<file path="src/rtl/i2cgc_pkg.sv">
// shared constants for the two-wire slave engine with general call
package i2cgc_pkg;

	// ==========================================================
	// mode field codes (arbitrary plain defaults)
	localparam logic [3:0] MODE_MASTER    = 4'h8;
	localparam logic [3:0] MODE_SLV7      = 4'h6;
	localparam logic [3:0] MODE_SLV10     = 4'h7;
	localparam logic [3:0] MODE_FW_MASTER = 4'hB;
	localparam logic [3:0] MODE_SLV7_SS   = 4'hE;
	localparam logic [3:0] MODE_SLV10_SS  = 4'hF;

	// ==========================================================
	// address constants
	localparam logic [7:0] GC_ADDR        = 8'h00;
	localparam logic [4:0] TEN_BIT_PREFIX = 5'h1E;

	// ==========================================================
	// counts and reset values
	localparam logic [3:0] BITS_PER_BYTE  = 4'h8;
	localparam logic [7:0] ADDR_RST       = 8'h00;
	localparam logic [7:0] BUF_RST        = 8'h00;
	localparam logic       LINE_IDLE      = 1'b1;

	typedef enum logic [2:0] {
		ST_IDLE  = 3'b000,
		ST_RX    = 3'b001,
		ST_ACK   = 3'b010,
		ST_TX    = 3'b011,
		ST_TXACK = 3'b100
	} i2cgc_state_t;

	typedef enum logic [1:0] {
		KIND_ADDR1 = 2'b00,
		KIND_ADDR2 = 2'b01,
		KIND_DATA  = 2'b10
	} i2cgc_kind_t;

endpackage

</file>
<file path="src/rtl/i2cgc_pin_sync.sv">
// three-flop pin synchroniser with agreement filter
`timescale 1ns/1ps
`default_nettype none
module i2cgc_pin_sync #(
	parameter int   WIDTH     = 2,
	parameter logic RESET_VAL = 1'b1
) (
	input  wire logic             core_clk_i,
	input  wire logic             sys_rst_i,
	input  wire logic [WIDTH-1:0] pin_i,
	output logic      [WIDTH-1:0] level_o
);

	logic [WIDTH-1:0] s1_q;
	logic [WIDTH-1:0] s2_q;
	logic [WIDTH-1:0] s3_q;

	// ==========================================================
	// per-bit chain; s1 feeds only s2
	for (genvar g = 0; g < WIDTH; g++) begin : g_bit
		always_ff @(posedge core_clk_i) begin
			if (sys_rst_i) begin
				s1_q[g]    <= RESET_VAL;
				s2_q[g]    <= RESET_VAL;
				s3_q[g]    <= RESET_VAL;
				level_o[g] <= RESET_VAL;
			end else begin
				s1_q[g] <= pin_i[g];
				s2_q[g] <= s1_q[g];
				s3_q[g] <= s2_q[g];
				// a change counts only once two stages agree
				if (s2_q[g] == s3_q[g]) begin
					level_o[g] <= s3_q[g];
				end
			end
		end
	end

endmodule
`default_nettype wire

</file>
<file path="src/rtl/i2cgc_bus_events.sv">
// clock edges and start/stop detection on synchronised lines
`timescale 1ns/1ps
`default_nettype none
module i2cgc_bus_events (
	input  wire logic core_clk_i,
	input  wire logic sys_rst_i,
	input  wire logic scl_i,
	input  wire logic sda_i,
	output logic      scl_rise_o,
	output logic      scl_fall_o,
	output logic      start_o,
	output logic      stop_o
);

	logic scl_q;
	logic sda_q;

	always_ff @(posedge core_clk_i) begin
		if (sys_rst_i) begin
			scl_q <= i2cgc_pkg::LINE_IDLE;
			sda_q <= i2cgc_pkg::LINE_IDLE;
		end else begin
			scl_q <= scl_i;
			sda_q <= sda_i;
		end
	end

	assign scl_rise_o = scl_i & ~scl_q;
	assign scl_fall_o = ~scl_i & scl_q;
	// data moving while clock stays high marks a condition
	assign start_o    = scl_i & scl_q & sda_q & ~sda_i;
	assign stop_o     = scl_i & scl_q & ~sda_q & sda_i;

endmodule
`default_nettype wire

</file>
<file path="src/rtl/i2cgc_slave.sv">
// two-wire slave engine with 7/10-bit and general call addressing
// ==========================================================
// Summary of operation
// RULE1: four-bit mode field picks master, slave 7/10-bit, with or without start/stop irq; master codes only leave the slave idle here
// RULE2: port works only while port enable bit is set
// RULE3: enabled two-wire mode with pins as inputs drives lines open-drain
// RULE4: matched address or data byte is acknowledged and copied into buffer
// RULE5: buffer full or overflow set means no ack, no load, irq still set
// RULE6: buffer read clears buffer full; overflow stays until software clears
// RULE7: wait for start, then shift eight bits on rising clock edges
// RULE8: shifter bits 7..1 compared with address on eighth falling edge
// RULE9: match loads buffer, sets full, acks; irq on ninth falling edge
// RULE10: 10-bit first byte is 11110, two high bits, write indication
// RULE11: high 10-bit byte sets irq, full, update-address; clock held till rewrite
// RULE12: low 10-bit byte sets same flags; address rewrite releases clock
// RULE13: high byte after repeated start for read sets irq and full only; the code also sets the read/write flag
// RULE14: matched write address clears read/write flag, address goes to buffer
// RULE15: irq flag set for every byte, cleared only by software
// RULE16: matched read address sets read/write flag, acks, then holds clock low
// RULE17: buffer write loads shifter; clock released only by release bit set
// RULE18: transmitted bits change on falling clock edges
// RULE19: master ack sampled on ninth rise; not-ack ends transfer and resets status
// RULE20: master checks clock is high before next pulse, allowing stretching
// RULE21: general call enable also matches all-zero write address
// RULE22: in 10-bit mode general call needs no second byte, no update-address
// RULE23: start and stop flags clear on reset and while disabled
// RULE24: byte arriving with buffer full sets overflow flag
`timescale 1ns/1ps
`default_nettype none
module i2cgc_slave (
	input  wire logic       core_clk_i,
	input  wire logic       sys_rst_i,
	input  wire logic       scl_i,
	output logic            scl_o,
	output logic            scl_oe_o,
	input  wire logic       sda_i,
	output logic            sda_o,
	output logic            sda_oe_o,
	input  wire logic       port_enable_bit_i,
	input  wire logic [3:0] mode_i,
	input  wire logic       general_call_enable_i,
	input  wire logic       scl_dir_in_i,
	input  wire logic       sda_dir_in_i,
	input  wire logic       addr_wr_i,
	input  wire logic [7:0] addr_wdata_i,
	output logic      [7:0] slave_addr_o,
	input  wire logic       buf_rd_i,
	input  wire logic       buf_wr_i,
	input  wire logic [7:0] buf_wdata_i,
	output logic      [7:0] rx_tx_buffer_o,
	input  wire logic       clock_release_set_i,
	input  wire logic       overflow_clr_i,
	input  wire logic       irq_clr_i,
	output logic            buffer_full_flag_o,
	output logic            receive_overflow_flag_o,
	output logic            serial_irq_flag_o,
	output logic            update_addr_flag_o,
	output logic            read_write_flag_o,
	output logic            start_seen_o,
	output logic            stop_seen_o,
	output logic            clock_release_bit_o
);

	// ==========================================================
	// pin sampling
	logic [1:0] lines;
	logic       scl_rise;
	logic       scl_fall;
	logic       start_det;
	logic       stop_det;

	i2cgc_pin_sync #(
		.WIDTH     (2),
		.RESET_VAL (i2cgc_pkg::LINE_IDLE)
	) u_sync (
		.core_clk_i (core_clk_i),
		.sys_rst_i  (sys_rst_i),
		.pin_i      ({scl_i, sda_i}),
		.level_o    (lines)
	);

	i2cgc_bus_events u_events (
		.core_clk_i (core_clk_i),
		.sys_rst_i  (sys_rst_i),
		.scl_i      (lines[1]),
		.sda_i      (lines[0]),
		.scl_rise_o (scl_rise),
		.scl_fall_o (scl_fall),
		.start_o    (start_det),
		.stop_o     (stop_det)
	);

	// ==========================================================
	// state
	i2cgc_pkg::i2cgc_state_t state_q;
	i2cgc_pkg::i2cgc_kind_t  kind_q;
	i2cgc_pkg::i2cgc_kind_t  next_kind_q;
	logic [7:0] shifter_q;
	logic [3:0] bit_cnt_q;
	logic       ack_q;
	logic       tx_next_q;
	logic       ua_hold_q;
	logic       mack_q;
	logic       ten_ok_q;
	logic       hold_q;
	logic [7:0] addr_q;
	logic [7:0] buf_q;
	logic       bf_q;
	logic       ov_q;
	logic       irq_q;
	logic       ua_q;
	logic       rw_q;
	logic       start_q;
	logic       stop_q;
	logic       ckp_q;

	// ==========================================================
	// mode decode
	logic slave_mode;
	logic ten_bit;
	logic ss_irq;
	logic active;

	// RULE1: mode field decode
	// master codes leave the slave idle; no master sequencer here
	assign ten_bit    = (mode_i == i2cgc_pkg::MODE_SLV10) |
	                    (mode_i == i2cgc_pkg::MODE_SLV10_SS);
	assign ss_irq     = (mode_i == i2cgc_pkg::MODE_SLV7_SS) |
	                    (mode_i == i2cgc_pkg::MODE_SLV10_SS);
	assign slave_mode = ten_bit | ss_irq | (mode_i == i2cgc_pkg::MODE_SLV7);
	// RULE2: enable gating
	// RULE3: pins must be set as inputs
	assign active     = port_enable_bit_i & slave_mode & scl_dir_in_i & sda_dir_in_i;

	// ==========================================================
	// address evaluation at the eighth falling edge
	logic byte_done;
	logic blocked;
	logic gc_hit;
	logic hi_hit;
	logic addr_match;
	logic is_read;
	logic need_ua;
	logic accept;
	logic refuse;
	logic ninth_fall;

	assign byte_done = active & (state_q == i2cgc_pkg::ST_RX) & scl_fall &
	                   (bit_cnt_q == i2cgc_pkg::BITS_PER_BYTE);
	assign blocked   = bf_q | ov_q;
	// RULE21: general call match
	assign gc_hit    = general_call_enable_i & (kind_q == i2cgc_pkg::KIND_ADDR1) &
	                   (shifter_q == i2cgc_pkg::GC_ADDR);
	// RULE8: compare bits 7..1
	assign hi_hit    = (shifter_q[7:1] == addr_q[7:1]);
	assign is_read   = (kind_q == i2cgc_pkg::KIND_ADDR1) & shifter_q[0] & ~gc_hit;

	always_comb begin
		addr_match = 1'b0;
		need_ua    = 1'b0;
		case (kind_q)
			i2cgc_pkg::KIND_ADDR1: begin
				if (ten_bit) begin
					// RULE10: 11110 prefix; read only after full address seen
					addr_match = gc_hit | (hi_hit &
					             (shifter_q[7:3] == i2cgc_pkg::TEN_BIT_PREFIX) &
					             (~shifter_q[0] | ten_ok_q));
					// RULE22: general call skips second byte
					need_ua    = ~gc_hit & ~shifter_q[0];
				end else begin
					addr_match = gc_hit | hi_hit;
				end
			end
			i2cgc_pkg::KIND_ADDR2: begin
				addr_match = (shifter_q == addr_q);
				need_ua    = 1'b1;
			end
			i2cgc_pkg::KIND_DATA: begin
				addr_match = 1'b1;
			end
			default: begin
				addr_match = 1'b0;
			end
		endcase
	end

	assign accept     = byte_done & addr_match & ~blocked;
	assign refuse     = byte_done & addr_match & blocked;
	assign ninth_fall = active & scl_fall &
	                    ((state_q == i2cgc_pkg::ST_ACK) | (state_q == i2cgc_pkg::ST_TXACK));

	// ==========================================================
	// byte sequencer
	always_ff @(posedge core_clk_i) begin
		if (sys_rst_i || !active) begin
			state_q     <= i2cgc_pkg::ST_IDLE;
			kind_q      <= i2cgc_pkg::KIND_ADDR1;
			next_kind_q <= i2cgc_pkg::KIND_ADDR1;
			bit_cnt_q   <= 4'h0;
			ack_q       <= 1'b0;
			tx_next_q   <= 1'b0;
			ua_hold_q   <= 1'b0;
			mack_q      <= 1'b0;
		end else if (stop_det) begin
			state_q <= i2cgc_pkg::ST_IDLE;
		end else if (start_det) begin
			// RULE7: start opens address reception
			state_q   <= i2cgc_pkg::ST_RX;
			kind_q    <= i2cgc_pkg::KIND_ADDR1;
			bit_cnt_q <= 4'h0;
		end else begin
			case (state_q)
				i2cgc_pkg::ST_IDLE: begin
					bit_cnt_q <= 4'h0;
				end
				i2cgc_pkg::ST_RX: begin
					// RULE7: sample on rising clock
					if (scl_rise && bit_cnt_q != i2cgc_pkg::BITS_PER_BYTE) begin
						bit_cnt_q <= bit_cnt_q + 4'h1;
					end
					if (byte_done) begin
						if (addr_match) begin
							// RULE4: acknowledge accepted byte
							// RULE5: no ack while blocked
							ack_q     <= ~blocked;
							tx_next_q <= is_read & ~blocked;
							ua_hold_q <= need_ua & ~blocked;
							state_q   <= i2cgc_pkg::ST_ACK;
							if (ten_bit && kind_q == i2cgc_pkg::KIND_ADDR1 && need_ua) begin
								next_kind_q <= i2cgc_pkg::KIND_ADDR2;
							end else begin
								next_kind_q <= i2cgc_pkg::KIND_DATA;
							end
						end else begin
							state_q <= i2cgc_pkg::ST_IDLE;
						end
					end
				end
				i2cgc_pkg::ST_ACK: begin
					if (scl_fall) begin
						ack_q     <= 1'b0;
						bit_cnt_q <= 4'h0;
						kind_q    <= next_kind_q;
						if (tx_next_q) begin
							state_q <= i2cgc_pkg::ST_TX;
						end else if (kind_q == i2cgc_pkg::KIND_DATA || ack_q) begin
							state_q <= i2cgc_pkg::ST_RX;
						end else begin
							state_q <= i2cgc_pkg::ST_IDLE;
						end
					end
				end
				i2cgc_pkg::ST_TX: begin
					// RULE18: bits change on falling clock
					if (scl_fall) begin
						bit_cnt_q <= bit_cnt_q + 4'h1;
						if (bit_cnt_q == i2cgc_pkg::BITS_PER_BYTE - 4'h1) begin
							state_q <= i2cgc_pkg::ST_TXACK;
						end
					end
				end
				i2cgc_pkg::ST_TXACK: begin
					// RULE19: latch master ack on ninth rise
					if (scl_rise) begin
						mack_q <= lines[0];
					end
					if (scl_fall) begin
						bit_cnt_q <= 4'h0;
						state_q   <= mack_q ? i2cgc_pkg::ST_IDLE : i2cgc_pkg::ST_TX;
					end
				end
				default: begin
					state_q <= i2cgc_pkg::ST_IDLE;
				end
			endcase
		end
	end

	// ==========================================================
	// shift register
	always_ff @(posedge core_clk_i) begin
		if (sys_rst_i) begin
			shifter_q <= i2cgc_pkg::BUF_RST;
		end else if (buf_wr_i && state_q != i2cgc_pkg::ST_RX) begin
			// RULE17: buffer write loads the shifter
			shifter_q <= buf_wdata_i;
		end else if (state_q == i2cgc_pkg::ST_RX && scl_rise) begin
			shifter_q <= {shifter_q[6:0], lines[0]};
		end else if (state_q == i2cgc_pkg::ST_TX && scl_fall) begin
			shifter_q <= {shifter_q[6:0], 1'b0};
		end
	end

	// ==========================================================
	// address register and buffer
	always_ff @(posedge core_clk_i) begin
		if (sys_rst_i) begin
			addr_q <= i2cgc_pkg::ADDR_RST;
		end else if (addr_wr_i) begin
			addr_q <= addr_wdata_i;
		end
	end

	always_ff @(posedge core_clk_i) begin
		if (sys_rst_i) begin
			buf_q <= i2cgc_pkg::BUF_RST;
		end else if (accept) begin
			// RULE4: copy shifter into buffer
			// RULE14: address lands in buffer too
			buf_q <= shifter_q;
		end else if (buf_wr_i) begin
			buf_q <= buf_wdata_i;
		end
	end

	// ==========================================================
	// status flags; a hardware set wins over a same-cycle clear
	always_ff @(posedge core_clk_i) begin
		if (sys_rst_i) begin
			bf_q <= 1'b0;
		end else if (accept) begin
			// RULE9: buffer full on match
			bf_q <= 1'b1;
		end else if (buf_rd_i) begin
			// RULE6: read clears buffer full
			bf_q <= 1'b0;
		end
	end

	always_ff @(posedge core_clk_i) begin
		if (sys_rst_i) begin
			ov_q <= 1'b0;
		end else if (refuse && bf_q) begin
			// RULE24: lost byte marks overflow
			ov_q <= 1'b1;
		end else if (overflow_clr_i) begin
			// RULE6: software clears overflow
			ov_q <= 1'b0;
		end
	end

	always_ff @(posedge core_clk_i) begin
		if (sys_rst_i) begin
			irq_q <= 1'b0;
		end else if (ninth_fall || (active && ss_irq && (start_det || stop_det))) begin
			// RULE15: every byte flags an interrupt
			// RULE9: set on ninth falling edge
			irq_q <= 1'b1;
		end else if (irq_clr_i) begin
			irq_q <= 1'b0;
		end
	end

	always_ff @(posedge core_clk_i) begin
		if (sys_rst_i || !active) begin
			ua_q <= 1'b0;
		end else if (accept && need_ua) begin
			// RULE11: high byte sets update-address
			// RULE12: low byte sets it again
			ua_q <= 1'b1;
		end else if (addr_wr_i) begin
			ua_q <= 1'b0;
		end
	end

	always_ff @(posedge core_clk_i) begin
		if (sys_rst_i || !active || stop_det) begin
			ten_ok_q <= 1'b0;
		end else if (accept && kind_q == i2cgc_pkg::KIND_ADDR2) begin
			// RULE13: full 10-bit match allows read after restart
			ten_ok_q <= 1'b1;
		end
	end

	always_ff @(posedge core_clk_i) begin
		if (sys_rst_i || !active) begin
			rw_q <= 1'b0;
		end else if (accept && kind_q == i2cgc_pkg::KIND_ADDR1) begin
			// RULE14: write clears it
			// RULE16: read sets it
			rw_q <= is_read;
		end else if (state_q == i2cgc_pkg::ST_TXACK && scl_fall && mack_q) begin
			// RULE19: not-ack resets status
			rw_q <= 1'b0;
		end
	end

	always_ff @(posedge core_clk_i) begin
		// RULE23: clear on reset and disable
		if (sys_rst_i || !port_enable_bit_i) begin
			start_q <= 1'b0;
			stop_q  <= 1'b0;
		end else if (start_det) begin
			start_q <= 1'b1;
			stop_q  <= 1'b0;
		end else if (stop_det) begin
			start_q <= 1'b0;
			stop_q  <= 1'b1;
		end
	end

	// ==========================================================
	// clock stretching; relies on the master checking the line
	logic tx_hold_now;

	assign tx_hold_now = ninth_fall &
	                     ((state_q == i2cgc_pkg::ST_ACK) ? tx_next_q : ~mack_q);

	always_ff @(posedge core_clk_i) begin
		if (sys_rst_i) begin
			ckp_q <= 1'b0;
		end else if (clock_release_set_i) begin
			ckp_q <= 1'b1;
		end else if (tx_hold_now) begin
			ckp_q <= 1'b0;
		end
	end

	always_ff @(posedge core_clk_i) begin
		if (sys_rst_i || !active || stop_det) begin
			hold_q <= 1'b0;
		end else if (tx_hold_now || (ninth_fall && ua_hold_q && state_q == i2cgc_pkg::ST_ACK)) begin
			// RULE16: hold clock after read ack
			// RULE11: hold until address rewrite
			hold_q <= 1'b1;
		end else if (ua_q ? addr_wr_i : clock_release_set_i) begin
			// RULE12: rewrite releases clock
			// RULE17: release bit releases clock
			// RULE20: master must wait for the line to rise
			hold_q <= 1'b0;
		end
	end

	// ==========================================================
	// open-drain pins
	// RULE3: only ever pull low
	assign scl_o    = 1'b0;
	assign sda_o    = 1'b0;
	assign scl_oe_o = active & hold_q;
	assign sda_oe_o = active & (((state_q == i2cgc_pkg::ST_ACK) & ack_q) |
	                  ((state_q == i2cgc_pkg::ST_TX) & ~shifter_q[7]));

	assign slave_addr_o            = addr_q;
	assign rx_tx_buffer_o          = buf_q;
	assign buffer_full_flag_o      = bf_q;
	assign receive_overflow_flag_o = ov_q;
	assign serial_irq_flag_o       = irq_q;
	assign update_addr_flag_o      = ua_q;
	assign read_write_flag_o       = rw_q;
	assign start_seen_o            = start_q;
	assign stop_seen_o             = stop_q;
	assign clock_release_bit_o     = ckp_q;

endmodule
`default_nettype wire

</file>
<file path="config.mk">
export PLATFORM = sky130hd
export DESIGN_NAME = i2cgc_slave
export DESIGN_NICKNAME = d
export VERILOG_FILES = /design/src/rtl/i2cgc_pkg.sv /design/src/rtl/i2cgc_pin_sync.sv /design/src/rtl/i2cgc_bus_events.sv /design/src/rtl/i2cgc_slave.sv
export SDC_FILE = /design/constraint.sdc
export NUM_CORES = 1
export LEC_CHECK = 0
export BUFFER_PORTS_ARGS = -buffer_cell sky130_fd_sc_hd__buf_2
export CORE_MARGIN = 1
export CORE_UTILIZATION = 31
export DETAILED_ROUTE_END_ITERATION = 16
export PLACE_DENSITY = 0.6
export SLEW_MARGIN = 20
export SYNTH_ARGS = -nofsm -noshare
export SYNTH_HDL_FRONTEND = slang
export SYNTH_SLANG_ARGS = --single-unit
</file>
<file path="constraint.sdc">
create_clock -name core_clk_i -period 2.08 [get_ports core_clk_i]
set_input_delay 0.416 -clock core_clk_i [delete_from_list [all_inputs] [get_ports core_clk_i]]
set_output_delay 0.416 -clock core_clk_i [all_outputs]
set_load 0.005 [all_outputs]
</file>
* Yosys cells after proc, flatten, opt, wreduce, memory -nomap -nowiden *
Cells that the tools add are included.

storage, ports and cells
  register bits after elaboration = 59
  input port bits = 34
  output and inout port bits = 28
  logic and storage cells = 224

operators by class
  add/sub/neg operators = 1
  eq/ne operators = 33
  multiplexer cells = 51
  bitwise gates (word level) = 54
  reduce and logical (&&, ||, !) cells = 53

operators with widths
  kind                                                    number
  two-way mux 8 bit                                       5
  bitwise AND 1 bit                                       32
  two-way mux 1 bit                                       25
  nonzero test 2 bit                                      12
  AND reduction 6 bit                                     3
  logical AND 1 bit                                       16
  two-way mux 4 bit                                       4
  case mux 4 bit (4 select lines)                         1
  two-way mux 3 bit                                       5
  inequality test 3 bit (second input constant)           5
  case mux 3 bit (5 select lines)                         1
  two-way mux 2 bit                                       7
  inequality test 2 bit (second input constant)           7
  == test 4 x 3 -> 1 bit (second input constant)          3
  == test 4 bit (second input constant)                   3
  inverter 1 bit                                          12
  bitwise OR 1 bit                                        10
  AND reduction 5 bit                                     2
  == test 8 bit                                           1
  logical NOT 8 bit                                       1
  == test 7 bit                                           1
  logical OR 1 bit                                        7
  == test 3 x 2 -> 1 bit (second input constant)          2
  inequality test 3 x 1 -> 1 bit (second input constant)  2
  other kinds (20)                                        25

* Longest topological paths before layout *
Gate-level depths: netlist of the first run.

  depth in word-level cells = 14
  mapped depth = 8

* Hierarchy *
Synthesis of the first run repeated with hierarchy kept, for this count alone.

unflattened totals
  cells, all modules = 357
  area, all modules = 3,144.3 µm²

by module, submodules not included
  module            times used  cells each  area each (µm²)  sequential area each (µm²)
  i2cgc_slave       1           329         2,829.0          980.9
  i2cgc_pin_sync    1           20          230.2            160.2
  i2cgc_bus_events  1           8           85.1             40.0

* Worst setup path after synthesis of the first run *
Ideal clock, no wire load.

  path type = register to register
  from = reg shifter_q[4]
  to = reg buf_q[0], in the netlist rx_tx_buffer_o[0]
  setup time = 0.116 ns
  data arrival time = 2.154 ns
  required time = 1.964 ns
  path slack = -0.191 ns
  cell stages (with the launch flop) = 7
  path through = dfxtp_1 > or4b_1 > or3_1 > o311a_1 > or4_4 > buf_6 > o211a_1

on the way
  word-level cells in the longest chain between the ends = 9
  elaborated cells on any way between the ends = 15
  those cells by class = eq/ne: 3; mux: 3; bitwise: 7; reduce/logical: 2

RTL lines
  what                                                            RTL line                                text
  start: declaration                                              i2cgc_slave.sv:98                       logic [7:0] shifter_q;
  start signal: assignment                                        i2cgc_slave.sv:283                      shifter_q <= i2cgc_pkg::BUF_RST;
  start signal: assignment                                        i2cgc_slave.sv:286                      shifter_q <= buf_wdata_i;
  start signal: assignment                                        i2cgc_slave.sv:288                      shifter_q <= {shifter_q[6:0], lines[0]};
  == test 7 bit / == test 5 bit (equally long branches)           i2cgc_slave.sv:155, i2cgc_slave.sv:166
  bitwise AND 1 bit                                               i2cgc_slave.sv:165                      addr_match = gc_hit | (hi_hit &
  bitwise AND 1 bit                                               i2cgc_slave.sv:166                      (shifter_q[7:3] == i2cgc_pkg::TEN_BIT_PREFIX) &
  bitwise OR 1 bit                                                i2cgc_slave.sv:165
  two-way mux 1 bit                                               i2cgc_slave.sv:163                      if (ten_bit) begin
  case mux 1 bit (3 select lines) (*)                             i2cgc_slave.sv:161                      case (kind_q)
  bitwise AND 1 bit (*) (2 in a row)                              i2cgc_slave.sv:187                      assign accept = byte_done & addr_match & ~blocked;
  two-way mux 8 bit / nonzero test 2 bit (equally long branches)  --
  end signal: assignment                                          i2cgc_slave.sv:306                      buf_q <= i2cgc_pkg::BUF_RST;
  end signal: assignment                                          i2cgc_slave.sv:310                      buf_q <= shifter_q;
  end signal: assignment                                          i2cgc_slave.sv:312                      buf_q <= buf_wdata_i;
  end: declaration                                                i2cgc_slave.sv:107                      logic [7:0] buf_q;

Mark *: on every way between the ends. The rest lies on a longest branch, timed or not.
A chain may end at the register's enable or synchronous reset.

* Final worst setup path of the first run *
  from = reg shifter_q[3]
  to = reg buf_q[4], in the netlist rx_tx_buffer_o[4]

The elaborated chain is that of the path after synthesis.

==> results of run 1 <==
[cells in the mapped netlist, types with 3 or more instances]
master,number,area (µm²)
dfxtp_1,59,1180
nor2_1,32,120
nand2_1,30,113
mux2i_1,23,230
clkbuf_1,20,75.1
a21oi_1,19,95.1
nand3_1,19,95.1
inv_1,11,41.3
nor3_1,10,50.1
o41ai_1,10,87.6
and3_1,8,50.1
o211a_1,8,80.1
or2_2,8,50.1
xnor2_1,8,70.1
a311oi_1,7,61.3
nand2b_1,7,43.8
nor2b_1,7,43.8
o21ai_0,7,35.0
o2111ai_1,6,52.6
nand3b_1,4,30.0
o211ai_1,4,30.0
o31ai_1,4,30.0
or3_1,4,25.0
nand4_1,3,18.8
or3b_2,3,26.3
[metrics by stage]
step	utilization (%)	setup WS, ns	total power, W
2_1_floorplan	-	-0.175	0.00135
3_3_place_gp	39.5	-0.266	0.00149
3_5_place_dp	39.5	-0.312	0.00150
4_1_cts	42.2	-0.112	0.00257
5_1_grt	43.6	-0.210	0.00269
6_report	43.6	-0.153	0.00259
[power groups by stage]
stage	Clock (W)	Combinational, W	Sequential [W]
2_1_floorplan	0	0.000130	0.00122
3_3_place_gp	0	0.000280	0.00121
3_5_place_dp	0	0.000283	0.00121
4_1_cts	0.00108	0.000303	0.00119
5_1_grt	0.00113	0.000362	0.00119
6_report	0.00107	0.000335	0.00119
[worst max-delay path: stages, from the launching register on]
cell	delay, ns
dfxtp_2	0.33
or4_4	0.54
or3_4	0.39
o311a_4	0.15
or4_4	0.48
o211a_1	0.25
[cells by family after synthesis]
group	Yosys count	synth area share, %
simple gates	148	25.0
xor+xnor	9	2.55
fa+ha+maj	2	0.810
mux	23	7.45
other cells	1	0.121
compound gates	85	21.0
buf+inv	36	4.86
flops	59	38.2
[layer usage]
metal	global-route usage, %	up-vias	wire length (µm)
met5	0	-	0
met4	8.90	0	289
met3	3.49	25	535
met2	33.2	133	4680
met1	23.4	1549	4250
li1	-	1559	-
[registers in the layout, summed over array words and instances (netlist names), 2 cells and up]
| name | count |
|---|---|
| bit_cnt_q | 4 |
| u_sync.s2_q | 2 |
| u_sync.level_o | 2 |
| u_sync.s3_q | 2 |
| shifter_q | 8 |
| next_kind_q | 2 |
| u_sync.s1_q | 2 |
| slave_addr_o | 8 |
| kind_q | 2 |
| state_q | 3 |
| rx_tx_buffer_o | 8 |
[area by class of cell]
| class | count | area, µm² | area share [%] |
|---|---|---|---|
| sequential | 59 | 1190 | 28.0 |
| tap | 133 | 166 | 3.92 |
| inverter | 11 | 41.3 | 0.973 |
| clock inverter | 7 | 77.6 | 1.83 |
| clock buffer | 9 | 124 | 2.92 |
| multi-input combinational | 270 | 1900 | 44.7 |
| timing repair buffer | 118 | 749 | 17.7 |
[timing repair]
action                     in CTS  in global routing
resized for setup               6                 21
cloned                          1                  0
setup endpoints to repair      14                 24
buffers inserted                3                  5
pin swaps                       4                  7
[path summary, 6_finish.rpt]
path                            cells after the start  slack, ns           endpoint      startpoint
worst max-delay path                                5      -0.15  rx_tx_buffer_o[4]    shifter_q[3]
worst min-delay path                                2       0.25     u_sync.s1_q[0]           sda_i
worst max register to register                      5      -0.15  rx_tx_buffer_o[4]    shifter_q[3]
worst min register to register                      1       0.42     u_sync.s2_q[1]  u_sync.s1_q[1]
==> out/metrics.yaml, run 1 <==
power_and_ir_drop:
  ir_drop_mv: 0.313
  seqPwrFrac_pct: 45.9
  p_comb_share_pct: 12.9
  intPower_w: 0.00190
  switchingPower_w: 0.000690
  power.density_mw_per_mm2: 611
  clkPwrFrac_pct: 41.1
  p_sw_share_pct: 26.6
  p_leak_nw: 1.88
routing:
  antenna_left: 0
  wl_um: 9760
  via_count: 3266
  route.detailed.drc: 0
  drt-pass1-iter-count: 5
  drt_iter0_drc: 212
  vias_per_cell: 5.38
  post_drt_wl_per_cell_um: 16.1
cells_and_area:
  diodes: 0
  final_cell_area_mm2: 0.00424
  layout_common_cells: "buf_2, buf_4, dfxtp_1"
  fin_cells: 607
  final_layout_size_suffix_gt1_share_pct: 36.3
  area_delta_synth_final_pct: 37.3
  nFillCells: 996
  final_common_cell: "buf_2"
  final_nets: 505
timing:
  clock.fmax_ghz: 0.448
  fin_crit_ns: 2.23
  worst_pin_slew_ns: 0.704
  hold_viol: 0
  slew_viol_final: 0
  whs_ns: 0.253
  clock_skew_ns: 0.0116
  setup_viol: 14
  final.setup.worst_slack_ns: -0.153
  period_share_pct: 107
  rsz0062_at_grt: "yes"
  fin_setup_tns_ns: -1.40
  slew_headroom_pct: 52.7
worst_setup_path:
  crit_type: "reg2reg"
  crit_path_end_kind: "register"
  cp.required_ns: 2.32
  worstPathArrival_ns: 2.47
  cp_max_fo: 5
  startpoint_type: "register"
clocking:
  ctsHoldBuffers: 0
  root_buffer: "clkbuf_8"
  cts_tree: "built"
  insertion_delay_ns: 0.34
  path_clk_slew_ns: 0.07
  cts_buffers: 9
  clockBufferDepth: 2
  cts.htree.levels: 3
  cts.sinks: 59
grt:
  grt_usage_pct: 19.3
  grt_first_pass_wirelength_um: 15300
  overflow: 0
  grt_pass1_vias: 3066
  antenna_found_initial: 0
  grt_max_degree: 29
synth:
  synth-edff-count: 0
  ys_async_sr_fraction_pct: 0
  avgSynthCellArea_um2: 8.51
  ys_ff_latch: 59
  yosys_warnings: 0
  yosysSeqAreaShare_pct: 38.2
  syn_inst: 363
  yosysUniqueCellTypes: 56
  netlist_area_mm2: 0.00309
  synthFlopType: "dfxtp_1"
floorplanning:
  die_x_um: 102
  pin_count: 62
  rows: 36
  start_util_pct: 31.8
  core_mm2: 0.00973
  dieArea_mm2: 0.0104
  die_h_um: 102
place:
  dpl_cell_area_mm2: 0.00384
  dp.cells: 582
  dpl.hpwl_um: 6900
  io_buffers: 59
  gp_congestion: 0.864
outcome:
  violations: "setup timing"
  status: "finished, violations left"
job:
  cap_violations: 0
min_path:
  min_path_type: "in2reg"
Power figures use the tool's default switching activity.
==> run 2, diff against run 1 <==
CORE_MARGIN = 10   (was 1)
PLACE_DENSITY = 0.58   (was 0.6)
clock period = 2.82 ns   (was 2.08 ns; I/O delays follow)
==> run 2 against run 1 <==
The run now ends clean. Clock-buffer cell count rose by 3. Highest routed layer unchanged. Combinational power is 53% lower. Sequential power fell by 26%. Hold slack gained 0.15 ns. Global-route usage decreased by 6.3 points. Critical endpoint is now rx_tx_buffer_o[1]. Cell count down 8.4%.
==> out/metrics.yaml, run 2 (synthesis results as in run 1) <==
outcome:
  status: "finished clean"
place:
  gp_congestion: 0.857  # -0.82%
  dp.cells: 540  # -7.2%
  io_buffers: 59  # unchanged
  dpl.hpwl_um: 7010  # +1.6%
clocking:
  insertion_delay_ns: 0.35  # about the same
  cts.sinks: 59  # unchanged
  clockBufferDepth: 2  # unchanged
  root_buffer: "clkbuf_8"
  ctsHoldBuffers: 0  # unchanged
  path_clk_slew_ns: 0.07  # about the same
  cts_setup_buffers: 0  # -3
  cts_tree: "built"
  cts.htree.levels: 3  # unchanged
  cts_buffers: 9  # unchanged
  cts.repair.resized: 0  # -6
floorplanning:
  core_mm2: 0.00973  # unchanged
  die_x_um: 120  # +18%
  dieArea_mm2: 0.0144  # +38%
  start_util_pct: 31.8  # unchanged
  pin_count: 62  # unchanged
  rows: 36  # unchanged
  die_h_um: 120  # +18%
timing:
  worst_pin_slew_ns: 0.739  # +0.0346 ns
  fin_setup_tns_ns: 0  # +1.40 ns
  setup_viol: 0  # -14
  period_share_pct: 85.6  # -22 points
  slew_viol_final: 0  # unchanged
  hold_viol: 0  # unchanged
  slew_headroom_pct: 50.1  # -2.6 points
  rsz0062_at_grt: "no"
  clock_skew_ns: 0.0115  # -0.0000553 ns
  fin_crit_ns: 2.41  # +0.181 ns
  clock.fmax_ghz: 0.414  # -7.5%
cells_and_area:
  fin_cells: 556  # -8.4%
  nFillCells: 1038  # +4.2%
  fin_util_pct: 38.0  # -5.6 points
  final_nets: 454  # -10%
  area_delta_synth_final_pct: 19.6
  diodes: 0  # unchanged
  final_layout_size_suffix_gt1_share_pct: 22.9  # -13 points
  layout_common_cells: "dfxtp_1, buf_2, nor2_1"
worst_setup_path:
  crit_path_end_kind: "register"
  worstPathArrival_ns: 2.65  # +0.18 ns
  cp.required_ns: 3.05  # +0.73 ns
  crit_type: "reg2reg"
  critical_path.max_stage_delay_ns: 0.57  # +0.03 ns
  crit_chain: "or4b_1 > or3_1 > o311a_1 > or4_4 > o211a_1"
  slowest_stage: "or4_4"
  startpoint_type: "register"
  cp_max_fo: 9  # +4
routing:
  post_drt_wl_per_cell_um: 16.8  # +4.4%
  vias_per_cell: 5.34  # -0.76%
  dr.max_layer_used: "met4"
  antenna_left: 0  # unchanged
  drt_iter0_drc: 235  # +11%
  via_count: 2969  # -9.1%
  met2_length_um: 4480  # -4.4%
  met1_length_um: 4070  # -4.1%
  drt-pass1-iter-count: 7  # +2
  wl_um: 9330  # -4.4%
  route.detailed.drc: 0  # unchanged
  met3_length_um: 549  # +2.6%
min_path:
  min_path_type: "in2reg"
power_and_ir_drop:
  power.density_mw_per_mm2: 474  # -22%
  p_leak_nw: 1.58  # -16%
  ir_drop_mv: 0.294  # -6.1%
grt:
  grt_usage_pct: 13.0  # -6.3 points
  antenna_found_initial: 0  # unchanged
  grt_pass1_vias: 2987  # -2.6%
  overflow: 0  # unchanged
  grt_first_pass_wirelength_um: 15300  # about the same
  grt_max_degree: 30  # +3.4%
job:
  cap_violations: 0  # unchanged
run 2: cell type report:
| type | instances | area (µm²) | share of cell area, % |
|---|---|---|---|
| multi-input cells | 269 | 1760 | 47.7 |
| flip-flops and latches | 59 | 1180 | 32.0 |
| repair buffers | 68 | 363 | 9.82 |
| well taps | 133 | 166 | 4.50 |
| clock buffers | 12 | 155 | 4.20 |
| inverters | 11 | 41.3 | 1.12 |
| clock inverters | 4 | 25.0 | 0.677 |
run 2: final timing paths:
| check | cells past startpoint | endpoint | slack (ns) | from |
|---|---|---|---|---|
| worst max-delay path | 5 | rx_tx_buffer_o[1] | 0.41 | shifter_q[4] |
| worst min register to register | 1 | u_sync.s2_q[0] | 0.41 | u_sync.s1_q[0] |
| worst max register to register | 5 | rx_tx_buffer_o[1] | 0.41 | shifter_q[4] |
| worst min-delay path | 2 | u_sync.s1_q[0] | 0.40 | sda_i |
run 2: report_power, final:
part           internal (W)  leakage [nW]  switching (W)
Sequential         0.000859         0.482      0.0000268
Clock              0.000364        0.0884       0.000344
Combinational     0.0000773          1.01      0.0000815
run 2: worst max-delay path: cells and delay by family (launching register included):
family	cells	cell delay, ns
flops	1	0.38
compound gates	2	0.41
simple gates	3	1.51
run 2: metal layers:
layer,track usage (%),vias up
li1,-,1449
met1,15.7,1387
met2,21.7,106
met3,3.52,27
met4,4.68,0
met5,0,-
run 2: metrics by stage:
step	setup slack [ns]	power, W	hold WS (ns)	cell area (µm²)
6_report	0.406	0.00175	0.400	3690
5_1_grt	0.260	0.00183	0.390	3690
4_1_cts	0.420	0.00176	0.392	3690
3_5_place_dp	0.263	0.00106	0.396	3510
3_3_place_gp	0.283	0.00106	0.391	3510
2_1_floorplan	0.414	0.000993	0.389	3090
==> run 3, diff against run 2 <==
BUFFER_PORTS_ARGS = unset   (was -buffer_cell sky130_fd_sc_hd__buf_2)
DONT_BUFFER_PORTS = 1   (was unset)
PLACE_DENSITY = 0.53   (was 0.58)
==> run 3 against run 2 <==
Maximum frequency is essentially flat. Cell count decreased by 10%. Clock skew hardly changed. Critical path type unchanged. Sequential power rose by 0.6%. Clock power is 24% higher. Critical endpoint is now rx_tx_buffer_o[3]. Global-route usage fell by 0.071 points. First-iteration DRC count shrank 13%. Register-to-register slack about the same.
==> out/metrics.yaml, run 3 (synthesis results as in run 1) <==
grt:
  grt_pass1_vias: 2656  # -11%
  grt_max_degree: 30  # unchanged
  grt_first_pass_wirelength_um: 15000  # -2.1%
  gr-usage-met2_pct: 19.5  # -2.2 points
  overflow: 0  # unchanged
  grt_use_met3_pct: 3.70  # +0.19 points
  grt_usage_pct: 12.9  # -0.071 points
  grt-busiest-layer: "met2"
  antenna_found_initial: 1  # +1
  grtUsageMet1_pct: 16.8  # +1.2 points
clocking:
  path_clk_slew_ns: 0.08  # about the same
  cts.htree.levels: 3  # unchanged
  cts_tree: "built"
  clockBufferDepth: 2  # unchanged
  cts_setup_buffers: 0  # unchanged
  root_buffer: "clkbuf_8"
  cts.sinks: 59  # unchanged
  ctsHoldBuffers: 0  # unchanged
  cts.repair.resized: 0  # unchanged
  insertion_delay_ns: 0.35  # about the same
  cts_buffers: 9  # unchanged
power_and_ir_drop:
  clkPwrFrac_pct: 46.9  # +6.5 points
  p_sw_share_pct: 24.5  # -1.3 points
  seqPwrFrac_pct: 47.6  # -2.9 points
  p_leak_nw: 1.33  # -16%
  power.density_mw_per_mm2: 543  # +15%
  p_comb_share_pct: 5.5  # -3.6 points
  intPower_w: 0.00141  # +8.7%
  switchingPower_w: 0.000460  # +1.5%
  ir_drop_mv: 0.253  # -14%
worst_setup_path:
  crit_path_end_kind: "register"
  cp.required_ns: 3.06  # about the same
  rr_worst_depth: 5  # unchanged
  cp_max_fo: 9  # unchanged
  startpoint_type: "register"
  worstPathArrival_ns: 2.66  # about the same
  worstReg2RegEnd: "rx_tx_buffer_o[3]"
  rr_startpoint: "shifter_q[4]"
  r2r_slack_ns: 0.41  # about the same
  crit_type: "reg2reg"
timing:
  slew_viol_final: 0  # unchanged
  clock.fmax_ghz: 0.414  # about the same
  hold_viol: 0  # unchanged
  setup_viol: 0  # unchanged
  clock_skew_ns: 0.0114  # -0.0000513 ns
  slew_headroom_pct: 48.1  # -2.0 points
  rsz0062_at_grt: "no"
  worst_pin_slew_ns: 0.768  # +0.0294 ns
  whs_ns: 0.285  # -0.115 ns
  fin_crit_ns: 2.41  # -0.0000690 ns
  period_share_pct: 85.6  # about the same
  fin_setup_tns_ns: 0  # unchanged
routing:
  wl_um: 9160  # -1.8%
  route.detailed.drc: 0  # unchanged
  vias_per_cell: 5.49  # +2.8%
  via_count: 2735  # -7.9%
  post_drt_wl_per_cell_um: 18.4  # +9.7%
  drt-pass1-iter-count: 5  # -2
  drt_iter0_drc: 205  # -13%
  antenna_left: 0  # unchanged
cells_and_area:
  final_common_cell: "dfxtp_1"
  final_nets: 395  # -13%
  area_delta_synth_final_pct: 11.5
  layout_common_cells: "dfxtp_1, nor2_1, nand2_1"
  final_layout_size_suffix_gt1_share_pct: 10.7  # -12 points
  nFillCells: 1048  # +0.96%
floorplanning:
  rows: 36  # unchanged
  dieArea_mm2: 0.0144  # unchanged
  pin_count: 62  # unchanged
  start_util_pct: 31.8  # unchanged
  core_mm2: 0.00973  # unchanged
  die_x_um: 120  # unchanged
  die_h_um: 120  # unchanged
place:
  io_buffers: 0  # -100%
  dpl.hpwl_um: 6860  # -2.2%
  gp_congestion: 0.839  # -2.1%
min_path:
  min_path_type: "in2reg"
  whs_endpoint: "clock_release_bit_o"
  worstHoldStart: "sys_rst_i"
  whs_path_depth: 1  # -1
job:
  cap_violations: 0  # unchanged
outcome:
  status: "finished clean"
## run 3: changes by cell type in the layout (fill, tap and decap cells not counted), sizes merged
cell and change:
inv +1, bufinv +2, clkbuf -3, buf -59, diode +1
## run 3: stage by stage
| step | total power [W] | instances | instance area [µm²] | util [%] | setup WS (ns) |
|---|---|---|---|---|---|
| floorplan | 0.000993 | 364 | 3090 | - | 0.414 |
| global placement | 0.00101 | 481 | 3220 | 33.1 | 0.353 |
| detailed placement | 0.00101 | 481 | 3220 | 33.1 | 0.346 |
| CTS | 0.00189 | 497 | 3440 | 35.4 | 0.405 |
| global route | 0.00195 | 498 | 3450 | 35.4 | 0.258 |
| finish | 0.00187 | 498 | 3450 | 35.4 | 0.406 |
## run 3: critical path: stages, from the launching register on
cell     delay, ns
dfxtp_1       0.39
or4b_1        0.57
or3_1         0.38
o311a_1       0.17
or4_4         0.57
o211a_1       0.23
## run 3: power groups by stage
stage | Sequential (W) | Clock, W | Combinational (W)
final | 0.000891 | 0.000879 | 0.000103
after global routing | 0.000895 | 0.000936 | 0.000117
after CTS | 0.000892 | 0.000897 | 0.000103
after detailed placement | 0.000912 | 0 | 0.000102
after global placement | 0.000911 | 0 | 0.000100
after floorplan | 0.000898 | 0 | 0.0000954
## run 3: how the worst max path moves through the flow
| stage | slack [ns] | endpoint | depth (start not counted) | start |
|---|---|---|---|---|
| 2_1_floorplan | 0.41 | rx_tx_buffer_o[0] | 6 | general_call_enable_i |
| 3_3_place_gp | 0.35 | rx_tx_buffer_o[2] | 5 | general_call_enable_i |
| 3_5_place_dp | 0.35 | rx_tx_buffer_o[1] | 5 | general_call_enable_i |
| 4_1_cts | 0.40 | rx_tx_buffer_o[1] | 5 | shifter_q[4] |
| 5_1_grt | 0.26 | next_kind_q[1] | 5 | shifter_q[3] |
| 6_report | 0.41 | rx_tx_buffer_o[3] | 5 | shifter_q[4] |
## run 3: routing by layer
| metal | part of all wire (%) | wire length, µm |
|---|---|---|
| met5 | 0 | 0 |
| met4 | 2.0 | 181 |
| met3 | 7.3 | 667 |
| met2 | 46 | 4230 |
| met1 | 45 | 4080 |
## run 3: cell type report
cell class	count	area [µm²]	share of cell area (%)
Inverter	11	41.3	1.20
Antenna cell	1	2.50	0.0726
Timing Repair Buffer	9	67.6	1.96
Tap cell	133	166	4.83
Sequential cell	59	1180	34.3
Clock buffer	9	124	3.59
Multi-Input combinational cell	269	1760	51.1
Clock inverter	7	101	2.94
